$ cat config.mk
export PLATFORM = sky130hd
export DESIGN_NAME = dma_bus_master_acquisition
export DESIGN_NICKNAME = d
export VERILOG_FILES = /design/src/rtl/dma_acq_pkg.sv /design/src/rtl/dma_bus_master_acquisition.sv
export SDC_FILE = /design/constraint.sdc
export NUM_CORES = 1
export LEC_CHECK = 0
export BUFFER_PORTS_ARGS = -buffer_cell sky130_fd_sc_hd__buf_2
export CORE_MARGIN = 2
export CORE_UTILIZATION = 28
export CTS_CLUSTER_SIZE = 14
export DETAILED_ROUTE_END_ITERATION = 16
export GPL_ROUTABILITY_DRIVEN = 0
export MAX_ROUTING_LAYER = met4
export PLACE_DENSITY = 0.53
export SETUP_SLACK_MARGIN = 0.15
export SLEW_MARGIN = 20
export SYNTH_ARGS = -nofsm -noshare
export SYNTH_HDL_FRONTEND = slang
export SYNTH_SLANG_ARGS = --single-unit
$ cat constraint.sdc
create_clock -name CLK -period 2.5 [get_ports CLK]
set_clock_uncertainty 0.1 [all_clocks]
set_input_delay 0.25 -clock CLK [delete_from_list [all_inputs] [get_ports CLK]]
set_output_delay 0.25 -clock CLK [all_outputs]
set_load 0.05 [all_outputs]
$ cat src/rtl/dma_acq_pkg.sv
// Constants and types shared by the bus acquisition block
// How it works
// - Request the bus on FIFO threshold or any descriptor area access
// - Drop the request between areas, then request afresh for the next
// - Protocol select pin: 0 two-way hold, 1 three-way grant handshake
// - One idle holding state after the last data state on release
// - Two-way: raise hold, wait acknowledge, transfer while it stays
// - Two-way: acknowledge removed early preempts; request again later to finish
// - Hold acknowledge sampled on the rising clock edge
// - Hold raised on falling edge, or rising edge when late bit set
// - Hold is not raised while acknowledge is still active
// - Preempted in match table: leave bus, keep hold, status parked
// - Preempted in descriptor area: leave bus, drop hold, retry after one clock
// - Preempted in buffer area: request again only when threshold demands
// - Three-way: request by driving bus request low, arbiter grants
// - After grant wait for grant ack, strobe, size acks, async terminate free
// - Three-way: ownership kept until own grant acknowledge drops
// - Register accesses are single; all master accesses are DMA blocks
// - Exact block: words per block equal the programmed FIFO threshold
// - Empty/fill: fill transmit FIFO or empty receive FIFO completely
// - Descriptor blocks: 4 resource, 7 receive, 2/3/6 transmit, 4 match
package dma_acq_pkg;

  // ----------------------------------------------------------------
  // Register map
  // ----------------------------------------------------------------
  localparam logic [7:0] DATA_CONFIG_OFFSET = 8'h00;
  localparam logic [7:0] SECOND_DATA_CONFIG_OFFSET = 8'h04;
  localparam logic [7:0] STATUS_OFFSET = 8'h08;

  // Data config fields
  localparam int TX_THR_LSB = 0;
  localparam int RX_THR_LSB = 4;
  localparam int FILL_MODE_BIT = 8;
  localparam int ASYNC_MODE_BIT = 9;
  // Second data config fields
  localparam int LATE_REQUEST_EDGE_BIT = 0;

  // Reset values
  localparam logic [3:0] TX_THR_RESET = 4'h4;
  localparam logic [3:0] RX_THR_RESET = 4'h4;

  // ----------------------------------------------------------------
  // Descriptor block lengths in accesses
  // ----------------------------------------------------------------
  localparam logic [3:0] RESOURCE_ACCESSES = 4'h4;
  localparam logic [3:0] RX_DESC_ACCESSES = 4'h7;
  localparam logic [3:0] TX_DESC_SHORT = 4'h2;
  localparam logic [3:0] TX_DESC_MID = 4'h3;
  localparam logic [3:0] TX_DESC_LONG = 4'h6;
  localparam logic [3:0] MATCH_ACCESSES = 4'h4;

  // Memory areas, in the order of the descriptor request code first
  typedef enum logic [2:0] {
    AREA_RESOURCE,
    AREA_RX_DESC,
    AREA_TX_DESC,
    AREA_MATCH,
    AREA_RX_BUF,
    AREA_TX_BUF
  } area_type;

  // Acquisition sequencer
  typedef enum logic [2:0] {
    ST_IDLE,
    ST_ARB,
    ST_REQ,
    ST_WAIT_FREE,
    ST_DATA,
    ST_PARKED,
    ST_RELEASE
  } fsm_type;

endpackage : dma_acq_pkg

$ cat src/rtl/dma_bus_master_acquisition.sv
// Bus acquisition and block transfer sequencer of the DMA master
//
// Implementation choices: the address-and-strobe port and the placing of the registers.
`timescale 1ns/1ps
module dma_bus_master_acquisition #(
  parameter int FIFO_DEPTH = 16,
  parameter int LEVEL_W = 5
) (
  // Clock and reset
  input wire logic CLK,
  input wire logic RST,
  // Register port
  input wire logic [7:0] REG_ADDR,
  input wire logic [31:0] REG_WDATA,
  input wire logic REG_WRITE,
  input wire logic REG_READ,
  output logic [31:0] REG_RDATA,
  // Protocol select pin
  input wire logic BUS_PROTOCOL_SELECT,
  // Two-way handshake
  output logic HOLD_REQUEST,
  input wire logic HOLD_ACKNOWLEDGE,
  // Three-way handshake
  output logic BUS_REQUEST_N,
  input wire logic BUS_GRANT_N,
  input wire logic GRANT_ACKNOWLEDGE_N_IN,
  output logic GRANT_ACKNOWLEDGE_N_OUT,
  output logic GRANT_ACKNOWLEDGE_N_OE,
  input wire logic ADDRESS_STROBE_N,
  input wire logic [1:0] DATA_SIZE_ACK_N,
  input wire logic SYNC_CYCLE_TERMINATE_N,
  // FIFO levels and descriptor requests from the controller
  input wire logic [LEVEL_W-1:0] TX_LEVEL,
  input wire logic [LEVEL_W-1:0] RX_LEVEL,
  input wire logic DESC_REQ,
  input wire logic [1:0] DESC_AREA,
  input wire logic [1:0] TX_DESC_LEN,
  // Memory cycle engine
  output logic BUS_OWNED,
  output logic MEM_CYCLE,
  output logic [2:0] MEM_AREA,
  output logic AREA_VALID,
  input wire logic CYCLE_DONE,
  output logic DESC_DONE
);
  import dma_acq_pkg::*;

  // ----------------------------------------------------------------
  // Elaboration checks
  // ----------------------------------------------------------------
  if (FIFO_DEPTH < 2 || FIFO_DEPTH > 16) begin : g_depth_check
    $error("FIFO_DEPTH must lie between 2 and 16");
  end
  if (LEVEL_W < $clog2(FIFO_DEPTH + 1)) begin : g_level_check
    $error("LEVEL_W too narrow for FIFO_DEPTH");
  end

  localparam int PIN_W = 8;
  localparam logic [LEVEL_W-1:0] LEVEL_ZERO = '0;
  localparam logic [LEVEL_W-1:0] LEVEL_FULL = LEVEL_W'(FIFO_DEPTH);

  // ----------------------------------------------------------------
  // State
  // ----------------------------------------------------------------
  typedef struct packed {
    logic [PIN_W-1:0] sync1;
    logic [PIN_W-1:0] sync2;
    fsm_type fsm;
    area_type area;
    logic [3:0] remaining;
    logic resume;
    logic hold_req;
    logic br_n;
    logic grant_acknowledge_n;
    logic mem_cycle;
    logic area_valid;
    logic desc_done;
    logic [3:0] tx_thr;
    logic [3:0] rx_thr;
    logic fill_mode;
    logic async_mode;
    logic late_edge;
    logic [31:0] rdata;
  } state_type;

  state_type state;
  state_type next_state;
  logic hold_fall;

  // Synchronised pin levels
  logic sel_s;
  logic hold_acknowledge_s;
  logic bg_n_s;
  logic grant_acknowledge_n_n_s;
  logic as_n_s;
  logic [1:0] ds_n_s;
  logic sync_cycle_terminate_n_n_s;
  assign sel_s = state.sync2[0];
  assign hold_acknowledge_s = state.sync2[1];
  assign bg_n_s = state.sync2[2];
  assign grant_acknowledge_n_n_s = state.sync2[3];
  assign as_n_s = state.sync2[4];
  assign ds_n_s = state.sync2[6:5];
  assign sync_cycle_terminate_n_n_s = state.sync2[7];

  // ----------------------------------------------------------------
  // Next state
  // ----------------------------------------------------------------
  always_comb begin
    logic rx_due;
    logic tx_due;
    logic bus_free;
    logic block_end;
    logic [3:0] desc_len;
    next_state = state;
    rx_due = 1'b0;
    tx_due = 1'b0;
    bus_free = 1'b0;
    block_end = 1'b0;
    desc_len = RESOURCE_ACCESSES;
    next_state.desc_done = 1'b0;

    // Two flip-flop synchronisers for every pin
    next_state.sync1 = {SYNC_CYCLE_TERMINATE_N, DATA_SIZE_ACK_N, ADDRESS_STROBE_N,
                        GRANT_ACKNOWLEDGE_N_IN, BUS_GRANT_N, HOLD_ACKNOWLEDGE,
                        BUS_PROTOCOL_SELECT};
    next_state.sync2 = state.sync1;

    // Threshold conditions
    rx_due = (RX_LEVEL >= LEVEL_W'(state.rx_thr)) && (RX_LEVEL != LEVEL_ZERO);
    tx_due = ((LEVEL_FULL - TX_LEVEL) >= LEVEL_W'(state.tx_thr))
             && (TX_LEVEL != LEVEL_FULL);

    // Descriptor block length by area
    unique case (DESC_AREA)
      2'h0: desc_len = RESOURCE_ACCESSES;
      2'h1: desc_len = RX_DESC_ACCESSES;
      2'h2: begin
        unique case (TX_DESC_LEN)
          2'h0: desc_len = TX_DESC_SHORT;
          2'h1: desc_len = TX_DESC_MID;
          default: desc_len = TX_DESC_LONG;
        endcase
      end
      default: desc_len = MATCH_ACCESSES;
    endcase

    // Previous master and slave have let go of the bus
    bus_free = grant_acknowledge_n_n_s && as_n_s && (ds_n_s == 2'h3)
               && (sync_cycle_terminate_n_n_s || !state.async_mode);

    // Block is complete at the start of a word slot
    if (state.fill_mode && state.area == AREA_RX_BUF) begin
      block_end = (RX_LEVEL == LEVEL_ZERO);
    end else if (state.fill_mode && state.area == AREA_TX_BUF) begin
      block_end = (TX_LEVEL == LEVEL_FULL);
    end else begin
      block_end = (state.remaining == 4'h0);
    end

    unique case (state.fsm)
      // Pick the next area: descriptors first, then receive, then transmit
      ST_IDLE: begin
        next_state.hold_req = 1'b0;
        next_state.br_n = 1'b1;
        next_state.area_valid = 1'b0;
        if (DESC_REQ) begin
          next_state.area = area_type'({1'b0, DESC_AREA});
          next_state.remaining = desc_len;
          next_state.fsm = ST_ARB;
        end else if (rx_due) begin
          next_state.area = AREA_RX_BUF;
          next_state.remaining = state.rx_thr;
          next_state.fsm = ST_ARB;
        end else if (tx_due) begin
          next_state.area = AREA_TX_BUF;
          next_state.remaining = state.tx_thr;
          next_state.fsm = ST_ARB;
        end
      end
      // Hold off the request while acknowledge is still high
      ST_ARB: begin
        if (sel_s) begin
          next_state.br_n = 1'b0;
          next_state.fsm = ST_REQ;
        end else if (!hold_acknowledge_s) begin
          next_state.hold_req = 1'b1;
          next_state.fsm = ST_REQ;
        end
      end
      // Wait for acknowledge or grant
      ST_REQ: begin
        if (sel_s) begin
          if (!bg_n_s) begin
            next_state.fsm = ST_WAIT_FREE;
          end
        end else if (hold_acknowledge_s) begin
          next_state.fsm = ST_DATA;
          next_state.area_valid = 1'b1;
        end
      end
      // Three-way: wait for the bus to fall quiet, then take it
      ST_WAIT_FREE: begin
        if (bus_free) begin
          next_state.grant_acknowledge_n = 1'b1;
          next_state.br_n = 1'b1;
          next_state.area_valid = 1'b1;
          next_state.fsm = ST_DATA;
        end
      end
      // Block transfer, one memory cycle per word
      ST_DATA: begin
        if (!sel_s && !hold_acknowledge_s) begin
          // Two-way preemption
          next_state.mem_cycle = 1'b0;
          next_state.area_valid = 1'b0;
          // A word that ends in the preempting cycle is done and is not repeated
          if (state.mem_cycle && CYCLE_DONE && state.remaining != 4'h0) begin
            next_state.remaining = state.remaining - 4'h1;
          end
          if (state.area == AREA_MATCH) begin
            next_state.fsm = ST_PARKED;
          end else begin
            next_state.hold_req = 1'b0;
            next_state.resume = (state.area != AREA_RX_BUF)
                                && (state.area != AREA_TX_BUF);
            next_state.fsm = ST_RELEASE;
          end
        end else if (state.mem_cycle) begin
          if (CYCLE_DONE) begin
            next_state.mem_cycle = 1'b0;
            if (state.remaining != 4'h0) begin
              next_state.remaining = state.remaining - 4'h1;
            end
          end
        end else if (block_end) begin
          // Normal end of the block
          next_state.hold_req = 1'b0;
          next_state.resume = 1'b0;
          next_state.area_valid = 1'b0;
          next_state.desc_done = (state.area != AREA_RX_BUF)
                                 && (state.area != AREA_TX_BUF);
          next_state.fsm = ST_RELEASE;
        end else begin
          next_state.mem_cycle = 1'b1;
        end
      end
      // Off the bus with hold kept high until acknowledge returns
      ST_PARKED: begin
        if (hold_acknowledge_s) begin
          next_state.area_valid = 1'b1;
          next_state.fsm = ST_DATA;
        end
      end
      // Holding state: drivers off, three-way ownership given up after it
      ST_RELEASE: begin
        next_state.grant_acknowledge_n = 1'b0;
        next_state.area_valid = 1'b0;
        if (state.resume && !hold_acknowledge_s) begin
          next_state.resume = 1'b0;
          next_state.hold_req = 1'b1;
          next_state.fsm = ST_REQ;
        end else if (state.resume) begin
          next_state.resume = 1'b0;
          next_state.fsm = ST_ARB;
        end else begin
          next_state.fsm = ST_IDLE;
        end
      end
    endcase

    // Single register accesses from software
    if (REG_WRITE) begin
      unique case (REG_ADDR)
        DATA_CONFIG_OFFSET: begin
          next_state.tx_thr = REG_WDATA[TX_THR_LSB +: 4];
          next_state.rx_thr = REG_WDATA[RX_THR_LSB +: 4];
          next_state.fill_mode = REG_WDATA[FILL_MODE_BIT];
          next_state.async_mode = REG_WDATA[ASYNC_MODE_BIT];
        end
        SECOND_DATA_CONFIG_OFFSET: begin
          next_state.late_edge = REG_WDATA[LATE_REQUEST_EDGE_BIT];
        end
        default: begin
        end
      endcase
    end
    next_state.rdata = 32'h0;
    if (REG_READ) begin
      unique case (REG_ADDR)
        DATA_CONFIG_OFFSET: begin
          next_state.rdata[TX_THR_LSB +: 4] = state.tx_thr;
          next_state.rdata[RX_THR_LSB +: 4] = state.rx_thr;
          next_state.rdata[FILL_MODE_BIT] = state.fill_mode;
          next_state.rdata[ASYNC_MODE_BIT] = state.async_mode;
        end
        SECOND_DATA_CONFIG_OFFSET: begin
          next_state.rdata[LATE_REQUEST_EDGE_BIT] = state.late_edge;
        end
        STATUS_OFFSET: begin
          next_state.rdata[2:0] = state.fsm;
          next_state.rdata[6:4] = state.area;
          next_state.rdata[11:8] = state.remaining;
          next_state.rdata[12] = BUS_OWNED;
          next_state.rdata[13] = sel_s;
        end
        default: begin
        end
      endcase
    end
  end

  // ----------------------------------------------------------------
  // State register
  // ----------------------------------------------------------------
  always_ff @(posedge CLK) begin
    if (RST) begin
      state <= '0;
      state.sync1 <= 8'hfc;
      state.sync2 <= 8'hfc;
      state.fsm <= ST_IDLE;
      state.area <= AREA_RESOURCE;
      state.br_n <= 1'b1;
      state.tx_thr <= TX_THR_RESET;
      state.rx_thr <= RX_THR_RESET;
    end else begin
      state <= next_state;
    end
  end

  // Half-cycle early copy of the hold request for the falling-edge timing
  always_ff @(negedge CLK) begin
    if (RST) begin
      hold_fall <= 1'b0;
    end else begin
      hold_fall <= next_state.hold_req;
    end
  end

  // ----------------------------------------------------------------
  // Outputs
  // ----------------------------------------------------------------
  assign HOLD_REQUEST = state.late_edge ? state.hold_req : hold_fall;
  assign BUS_REQUEST_N = state.br_n;
  assign GRANT_ACKNOWLEDGE_N_OUT = 1'b0;
  assign GRANT_ACKNOWLEDGE_N_OE = state.grant_acknowledge_n;
  assign BUS_OWNED = (state.fsm == ST_DATA);
  assign MEM_CYCLE = state.mem_cycle;
  assign MEM_AREA = state.area;
  assign AREA_VALID = state.area_valid;
  assign DESC_DONE = state.desc_done;
  assign REG_RDATA = state.rdata;

endmodule : dma_bus_master_acquisition

Word level (Yosys, flattened, before mapping)
Cells that the tools add are included.

cells by class
  div/mod/pow operators = 0
  $add $sub $neg = 2
  multiplexer cells = 53
  bitwise gates (word level) = 5
  order comparisons = 2
  shift-type cells = 0
  reductions and logical operators = 43
  $mul = 0
  equal/unequal tests = 32

operators with widths
  cell                  count
  $mux W10              3
  $mux W3               10
  $pmux W3 S7           1
  $pmux W3 S2           3
  $mux W2               8
  $mux W4               4
  $eq A3 B3 Y1 const B  5
  $ne A3 B3 Y1 const B  5
  $mux W1               14
  $logic_and A1 B1 Y1   12
  $ne A3 B1 Y1 const B  4
  $reduce_and A6 Y1     2
  $ge A5 B4 Y1          2
  $reduce_bool A5 Y1    2
  $eq A3 B2 Y1 const B  3
  $eq A8 B3 Y1 const B  1
  $eq A8 B4 Y1 const B  1
  $logic_not A8 Y1      1
  $pmux W2 S2           2
  $pmux W4 S2           1
  $reduce_and A2 Y1     4
  $mux W6               1
  $ne A2 B2 Y1 const B  3
  $ne A3 B2 Y1 const B  2
  other kinds (28)      43

storage, ports and cells
  word-level logic and storage cells = 159
  output and inout port bits = 43
  bits in writable memories = 0
  bits in latches = 0
  memories = 0
  flip-flop bits (word level) = 77
  bits in read-only memories = 0

Depth between registers and ports, before layout
Gate-level depths: netlist of the first run.

  word-level depth = 8
  mapped depth = 11
  gate-level depth less buffers = 10

==> flow_metrics.env, run 1 <==
export IMPL_regToRegEndpoint="state[49]"
export IMPL_finalHoldViolCount=0
export IMPL_ys_seq_elements=59
export IMPL_min_path_cells=3
export IMPL_p_seq_share_pct=31.5
export IMPL_drc=0
export IMPL_synth_cells=364
export IMPL_power_frac_comb_pct=44.0
export IMPL_first_global_vias=2754
export IMPL_drt_iter0_drc=129
export IMPL_grt_setup_unrepaired="true"
export IMPL_layout_min_cycle_time_ns=2.81
export IMPL_synth_async_sr_flop_share_pct=0
export IMPL_period_share_pct=112
export IMPL_antenna_found_initial=0
export IMPL_crit_buf_inv=12
export IMPL_drt_first_pass_iters=4
export IMPL_max_freq_mhz=356
export IMPL_p_clk_share_pct=24.6
export IMPL_p_switching_uw=1310
export IMPL_ys_types=51
export IMPL_die_area_mm2=0.0119
export IMPL_grt_remaining_overflow=0
export IMPL_cp_start_kind="flop"
export IMPL_synth_seq_area_share_pct=38.0
export IMPL_nFillCells=1097
export IMPL_ys_flop_type="dfxtp_1"
export IMPL_ios=111
export IMPL_cts_buffer_depth=2
export IMPL_maxCapViolations=0
export IMPL_fin_ws_ns=-0.310
export IMPL_cts_tree="yes"
export IMPL_vias=2849
export IMPL_rows=38
export IMPL_syn_avg_cell_area_um2=8.53
export IMPL_cts_root_buf="clkbuf_8"
export IMPL_status="finished, violations left"
export IMPL_crit_top_cell="buf_4"
export IMPL_die_w_um=109
export IMPL_required_ns=2.63
export IMPL_p_leak_uw=0.00188
export IMPL_multiInputGateArea_mm2=0.00166
export IMPL_routed_via_density=4.57
export IMPL_dp_cells=579
export IMPL_slowest_delay_ns=0.32
export IMPL_crit_slowest_cell="dfxtp_2"
export IMPL_syn2layout_area_growth_pct=37.0
export IMPL_final_seq_area_mm2=0.00119
export IMPL_wl_per_cell_um=13.4
export IMPL_violations="setup timing"
export IMPL_intPower_uw=2200
export IMPL_path_delay_family="buffers and inverters"
export IMPL_final_util_pct=39.2
export IMPL_grt_max_degree=46
export IMPL_hp_start="REG_WDATA[3]"
export IMPL_synthTopCellsByCount="dfxtp_1 (59), buf_4 (36), a21oi_1 (27), inv_1 (27), nor2_1 (27)"
export IMPL_timing_reg2reg_setup_slack_ns=-0.31
export IMPL_worstRegToRegCells=19
export IMPL_grtUsageTotal_pct=15.0
export IMPL_initial_utilization_pct=28.6
export IMPL_hold_path_class="in2reg"
export IMPL_power_switching_share_pct=37.3
export IMPL_drive_gt1_share_pct=39.5
export IMPL_synth_area_top_cells="dfxtp_1 (38%), buf_4 (8.7%), ha_1 (5.2%)"
export IMPL_synth_area_mm2=0.00310
export IMPL_cts_max_level=3
export IMPL_core_mm2=0.0108
export IMPL_clk_latency_ns=0.35
export IMPL_synth_edf_count=0
export IMPL_yosys_area_top_type="dfxtp_1"
export IMPL_path_cells="inv_2, ha_4, nor3b_4, a31oi_2, nor3_2, o21ai_1, buf_4, buf_4, buf_4, buf_4, buf_4, buf_4, buf_4, buf_4, buf_4, buf_4, buf_4, nand3_2, a21oi_2"
export IMPL_cts_buffers=9
export IMPL_grt_first_pass_wirelength_mm=13.2
export IMPL_clock_sinks=59
export IMPL_worst_ir_drop_vdd_uv=348
export IMPL_fin_cells=624
export IMPL_worstReg2RegStart="state[50]"
export IMPL_ys_warn_count=0
export IMPL_setup_tns_ns=-0.818
export IMPL_crit_fanout=2
export IMPL_fin_nets=560
export IMPL_antenna_left=0
export IMPL_setup_violations=3
export IMPL_yosysMostFrequentCell="dfxtp_1"
export IMPL_worstSetupEndpointType="flop"
export IMPL_final_max_slew_violation_count=0
export IMPL_n_antenna_cell=0
export IMPL_drt_total_wl_mm=8.36
export IMPL_clk_pin_slew_ns=0.07
export IMPL_critPathKind="reg2reg"
export IMPL_powerDensity_mw_per_mm2=827
export IMPL_dieHeight_um=109
export IMPL_hpwlAfterDp_mm=5.90
export IMPL_synth_top_area_share_pct=38.0
export IMPL_cp_arrival_ns=2.94
export IMPL_hold_path_end="state[42]"
export IMPL_portBuffers=69
## timing repair
item / in CTS / in global routing
endpoints found under the hold margin: 11 / 0
setup endpoints to repair: 3 / 7
pin swaps: 6 / 10
buffers inserted: 13 / 5
gates resized for setup: 16 / 13
hold buffers: 11 / 0
## cell type report
cell class	instances	share of cell area, %
multi-input cells	244	39.1
repair buffers	138	21.4
well taps	140	4.12
clock inverters	6	0.795
inverters	26	2.85
clock buffers	11	3.83
flip-flops and latches	59	28.0
## layout by cell type, fill, tap and decap left out, types with 11 or more instances in the layout
cell type,count
buf_2,66
a21oi_1,24
dfxtp_1,55
or2_2,12
inv_1,22
nor2_1,27
dlygate4sd3_1,11
buf_4,59
conb_1,19
nand2_1,24
## metal layers
metal / share of wire (%) / GRT usage [%]
met5: 0 / -
met4: 1.7 / 5.79
met3: 4.8 / 3.62
met2: 46 / 23.1
met1: 48 / 19.1
## power by group through the flow
| stage | Combinational, µW | Sequential (µW) | Clock (µW) |
|---|---|---|---|
| global route | 1680 | 1120 | 934 |
| finish | 1540 | 1110 | 863 |
| floorplan | 895 | 1160 | 5.01 |
| CTS | 1450 | 1100 | 884 |
| global placement | 1260 | 1110 | 5.01 |
| detailed placement | 1270 | 1110 | 5.01 |
## how the worst max path moves through the flow
| stage | from | end | depth (start not counted) |
|---|---|---|---|
| floorplan | TX_LEVEL[1] | hold_fall | 10 |
| global placement | TX_LEVEL[1] | hold_fall | 11 |
| detailed placement | TX_LEVEL[1] | hold_fall | 11 |
| CTS | state[51] | hold_fall | 8 |
| global route | state[50] | hold_fall | 8 |
| finish | state[50] | state[49] | 19 |
## logic make-up (layout without fill, tap and decap cells)
group	count (synthesis)	after routing	synth area share, %
AND/OR/NAND/NOR	123	123	20.8
AO/OA/AOI/OAI	79	79	17.9
buffers and inverters	79	181	14.6
multiplexers	8	8	2.66
XOR/XNOR	2	2	0.564
other	1	19	0.121
flip-flops	59	59	38.0
adder cells (fa/ha/maj)	13	13	5.24
## state kept, by name (all words and copies together) (netlist names)
register	cells
AREA_VALID	1
REG_RDATA	14
state	21
GRANT_ACKNOWLEDGE_N_OE	1
DESC_DONE	1
sel_s	1
bg_n_s	1
BUS_REQUEST_N	1
hold_acknowledge_s	1
MEM_AREA	3
next_state	8
grant_acknowledge_n_n_s	1
hold_fall	1
MEM_CYCLE	1
as_n_s	1
ds_n_s	2
## worst reg2reg max path: stages (launching register included)
cell and delay [ns]:
dfxtp_2 0.32, inv_2 0.07, ha_4 0.13, nor3b_4 0.21, a31oi_2 0.08, nor3_2 0.20, o21ai_1 0.12, buf_4 0.15
buf_4 0.12, buf_4 0.12, buf_4 0.12, buf_4 0.12, buf_4 0.12, buf_4 0.12, buf_4 0.12, buf_4 0.12
buf_4 0.12, buf_4 0.12, nand3_2 0.07, a21oi_2 0.05
## per-stage QoR
step / total power, µW / instance area, µm² / worst slack (ns) / hold slack, ns
CTS: 3440 / 4160 / -0.334 / 0.0205
detailed placement: 2390 / 3700 / -0.815 / 0.297
global route: 3730 / 4250 / -0.396 / 0.0537
floorplan: 2060 / 3230 / -0.497 / 0.254
finish: 3510 / 4250 / -0.310 / 0.0356
global placement: 2380 / 3700 / -0.763 / 0.293
No activity file was read; power rests on OpenSTA's default activity.
==> inputs of run 2 (changes only) <==
--- a/config.mk
+++ b/config.mk
@@ -13,6 +13,7 @@
 export GPL_ROUTABILITY_DRIVEN = 0
 export MAX_ROUTING_LAYER = met4
 export PLACE_DENSITY = 0.53
+export RECOVER_POWER = 100
 export SETUP_SLACK_MARGIN = 0.15
 export SLEW_MARGIN = 20
 export SYNTH_ARGS = -nofsm -noshare
==> run 2 against run 1 <==
The run still ends with setup timing left. Sequential power hardly changed. Wire length is 0.63% higher. Combinational power hardly changed. Utilization is 0.66 points lower.
==> flow_metrics.env, run 2 (same netlist as run 1, synthesis figures left out) <==
export IMPL_status="finished, violations left"
export IMPL_violations="setup timing"
export IMPL_crit_buf_inv=1
export IMPL_placed_area_mm2=0.00370
export IMPL_initial_utilization_pct=28.6
export IMPL_period_share_pct=112
export IMPL_required_ns=1.45
export IMPL_drc=0
export IMPL_clk_latency_ns=0.35
export IMPL_grt_max_degree=46
export IMPL_finalHoldViolCount=0
export IMPL_crit_slowest_cell="dfxtp_2"
export IMPL_worstSetupEndpointType="flop"
export IMPL_design_area_mm2=0.00418
export IMPL_drt_iter0_drc=122
export IMPL_cts_buffers=9
export IMPL_min_path_cells=3
export IMPL_grt_remaining_overflow=0
export IMPL_path_delay_family="compound AO/OA/AOI/OAI gates"
export IMPL_ios=111
export IMPL_dp_slack_ns=-0.815
export IMPL_worst_slew_pin_slew_ns=0.621
export IMPL_cts_root_buf="clkbuf_8"
export IMPL_critPathKind="reg2reg"
export IMPL_powerDensity_mw_per_mm2=834
export IMPL_grtUsageTotal_pct=15.0
export IMPL_regToRegEndpoint="hold_fall"
export IMPL_fin_cells=624
export IMPL_final_util_pct=38.6
export IMPL_die_w_um=109
export IMPL_hold_path_class="in2reg"
export IMPL_slowest_delay_ns=0.34
export IMPL_dieHeight_um=109
export IMPL_crit_end="hold_fall"
export IMPL_routed_via_density=4.59
export IMPL_grt_setup_unrepaired="true"
export IMPL_drive_gt1_share_pct=33.1
export IMPL_largest_register_ffs=21
export IMPL_cts_max_level=3
export IMPL_n_antenna_cell=0
export IMPL_dp_cells=579
export IMPL_final_common_cell="dfxtp_1"
export IMPL_fin_ws_ns=-0.307
export IMPL_max_freq_mhz=356
export IMPL_path_cells="inv_2, ha_4, nor3b_4, a31oi_2, nor3_2, o21ai_1, nand3_1, a31oi_1"
export IMPL_cp_start_kind="flop"
export IMPL_drt_first_pass_iters=5
export IMPL_drt_total_wl_mm=8.41
export IMPL_setup_tns_ns=-0.820
export IMPL_crit_fanout=2
export IMPL_p_leak_uw=0.00176
export IMPL_antenna_found_initial=0
export IMPL_syn2layout_area_growth_pct=34.7
export IMPL_first_global_vias=2754
export IMPL_antenna_left=0
export IMPL_cp_arrival_ns=1.76
export IMPL_clock_sinks=59
export IMPL_slew_headroom_pct=58.8
export IMPL_grt_first_pass_wirelength_mm=13.2
export IMPL_vias=2866
export IMPL_worstReg2RegStart="state[51]"
export IMPL_path_depth=8
export IMPL_portBuffers=69
export IMPL_core_mm2=0.0108
export IMPL_worstRegToRegCells=8
export IMPL_layout_min_cycle_time_ns=2.81
export IMPL_wl_per_cell_um=13.5
export IMPL_timing_reg2reg_setup_slack_ns=-0.31
export IMPL_cts_tree="yes"
export IMPL_rows=38
export IMPL_setup_violations=3
export IMPL_maxCapViolations=0
export IMPL_startpoint="state[51]"
export IMPL_final_cell_mix="dfxtp_1 (55), buf_4 (52), buf_2 (42)"
export IMPL_worst_ir_drop_vdd_uv=351
export IMPL_fin_nets=560
export IMPL_hpwlAfterDp_mm=5.90
export IMPL_final_max_slew_violation_count=0
export IMPL_clk_pin_slew_ns=0.07
export IMPL_die_area_mm2=0.0119
export IMPL_top_register="state"
export IMPL_cts_buffer_depth=2
run 2: changes by cell type in the layout (fill, tap and decap cells not counted), sizes merged:
cell and delta:
buf -31, clkbuf +31
run 2: how the worst min path moves through the flow:
stage / startpoint / endpoint
after floorplan: BUS_GRANT_N / next_state[62]
after global placement: next_state[64] / as_n_s
after detailed placement: next_state[67] / state[67]
after CTS: REG_WDATA[3] / state[42]
after global routing: REG_WDATA[3] / state[42]
final: REG_WDATA[3] / state[42]
run 2: layer usage:
metal	wire length, µm	share of wire, %	track usage (%)	up-vias
li1	-	-	-	1433
met1	3940	47	19.1	1327
met2	3870	46	23.1	93
met3	474	5.6	3.62	13
met4	131	1.6	5.79	0
met5	0	0	-	-
run 2: per-stage QoR:
| step | hold slack (ns) | total power (µW) |
|---|---|---|
| after global routing | 0.0537 | 3700 |
| after CTS | 0.0205 | 3440 |
| after detailed placement | 0.297 | 2390 |
| final | 0.0342 | 3480 |
| after floorplan | 0.254 | 2060 |
| after global placement | 0.293 | 2380 |
run 2: report_power, final:
group / switching [µW] / internal (µW) / total, µW
Combinational: 830 / 682 / 1510
Clock: 416 / 449 / 865
Sequential: 64.2 / 1040 / 1110
run 2: worst register-to-register path, cell delays in order, from the launching register on:
cell	delay (ns)
dfxtp_2	0.34
inv_2	0.05
ha_4	0.15
nor3b_4	0.15
a31oi_2	0.20
nor3_2	0.08
o21ai_1	0.19
nand3_1	0.09
a31oi_1	0.16
run 2: area by class of cell:
type	instances	area, µm²
timing repair buffer	138	860
tap	140	175
fill	1107	6660
clock buffer	11	163
multi-input combinational	244	1640
inverter	26	121
clock inverter	6	33.8
sequential	59	1190
run 2: what timing repair did:
action	in CTS	in global routing
hold buffers	11	0
endpoints found under the hold margin	11	0
setup endpoints to repair	3	7
setup buffers	13	5
resized for setup	16	13
pin swaps	6	10
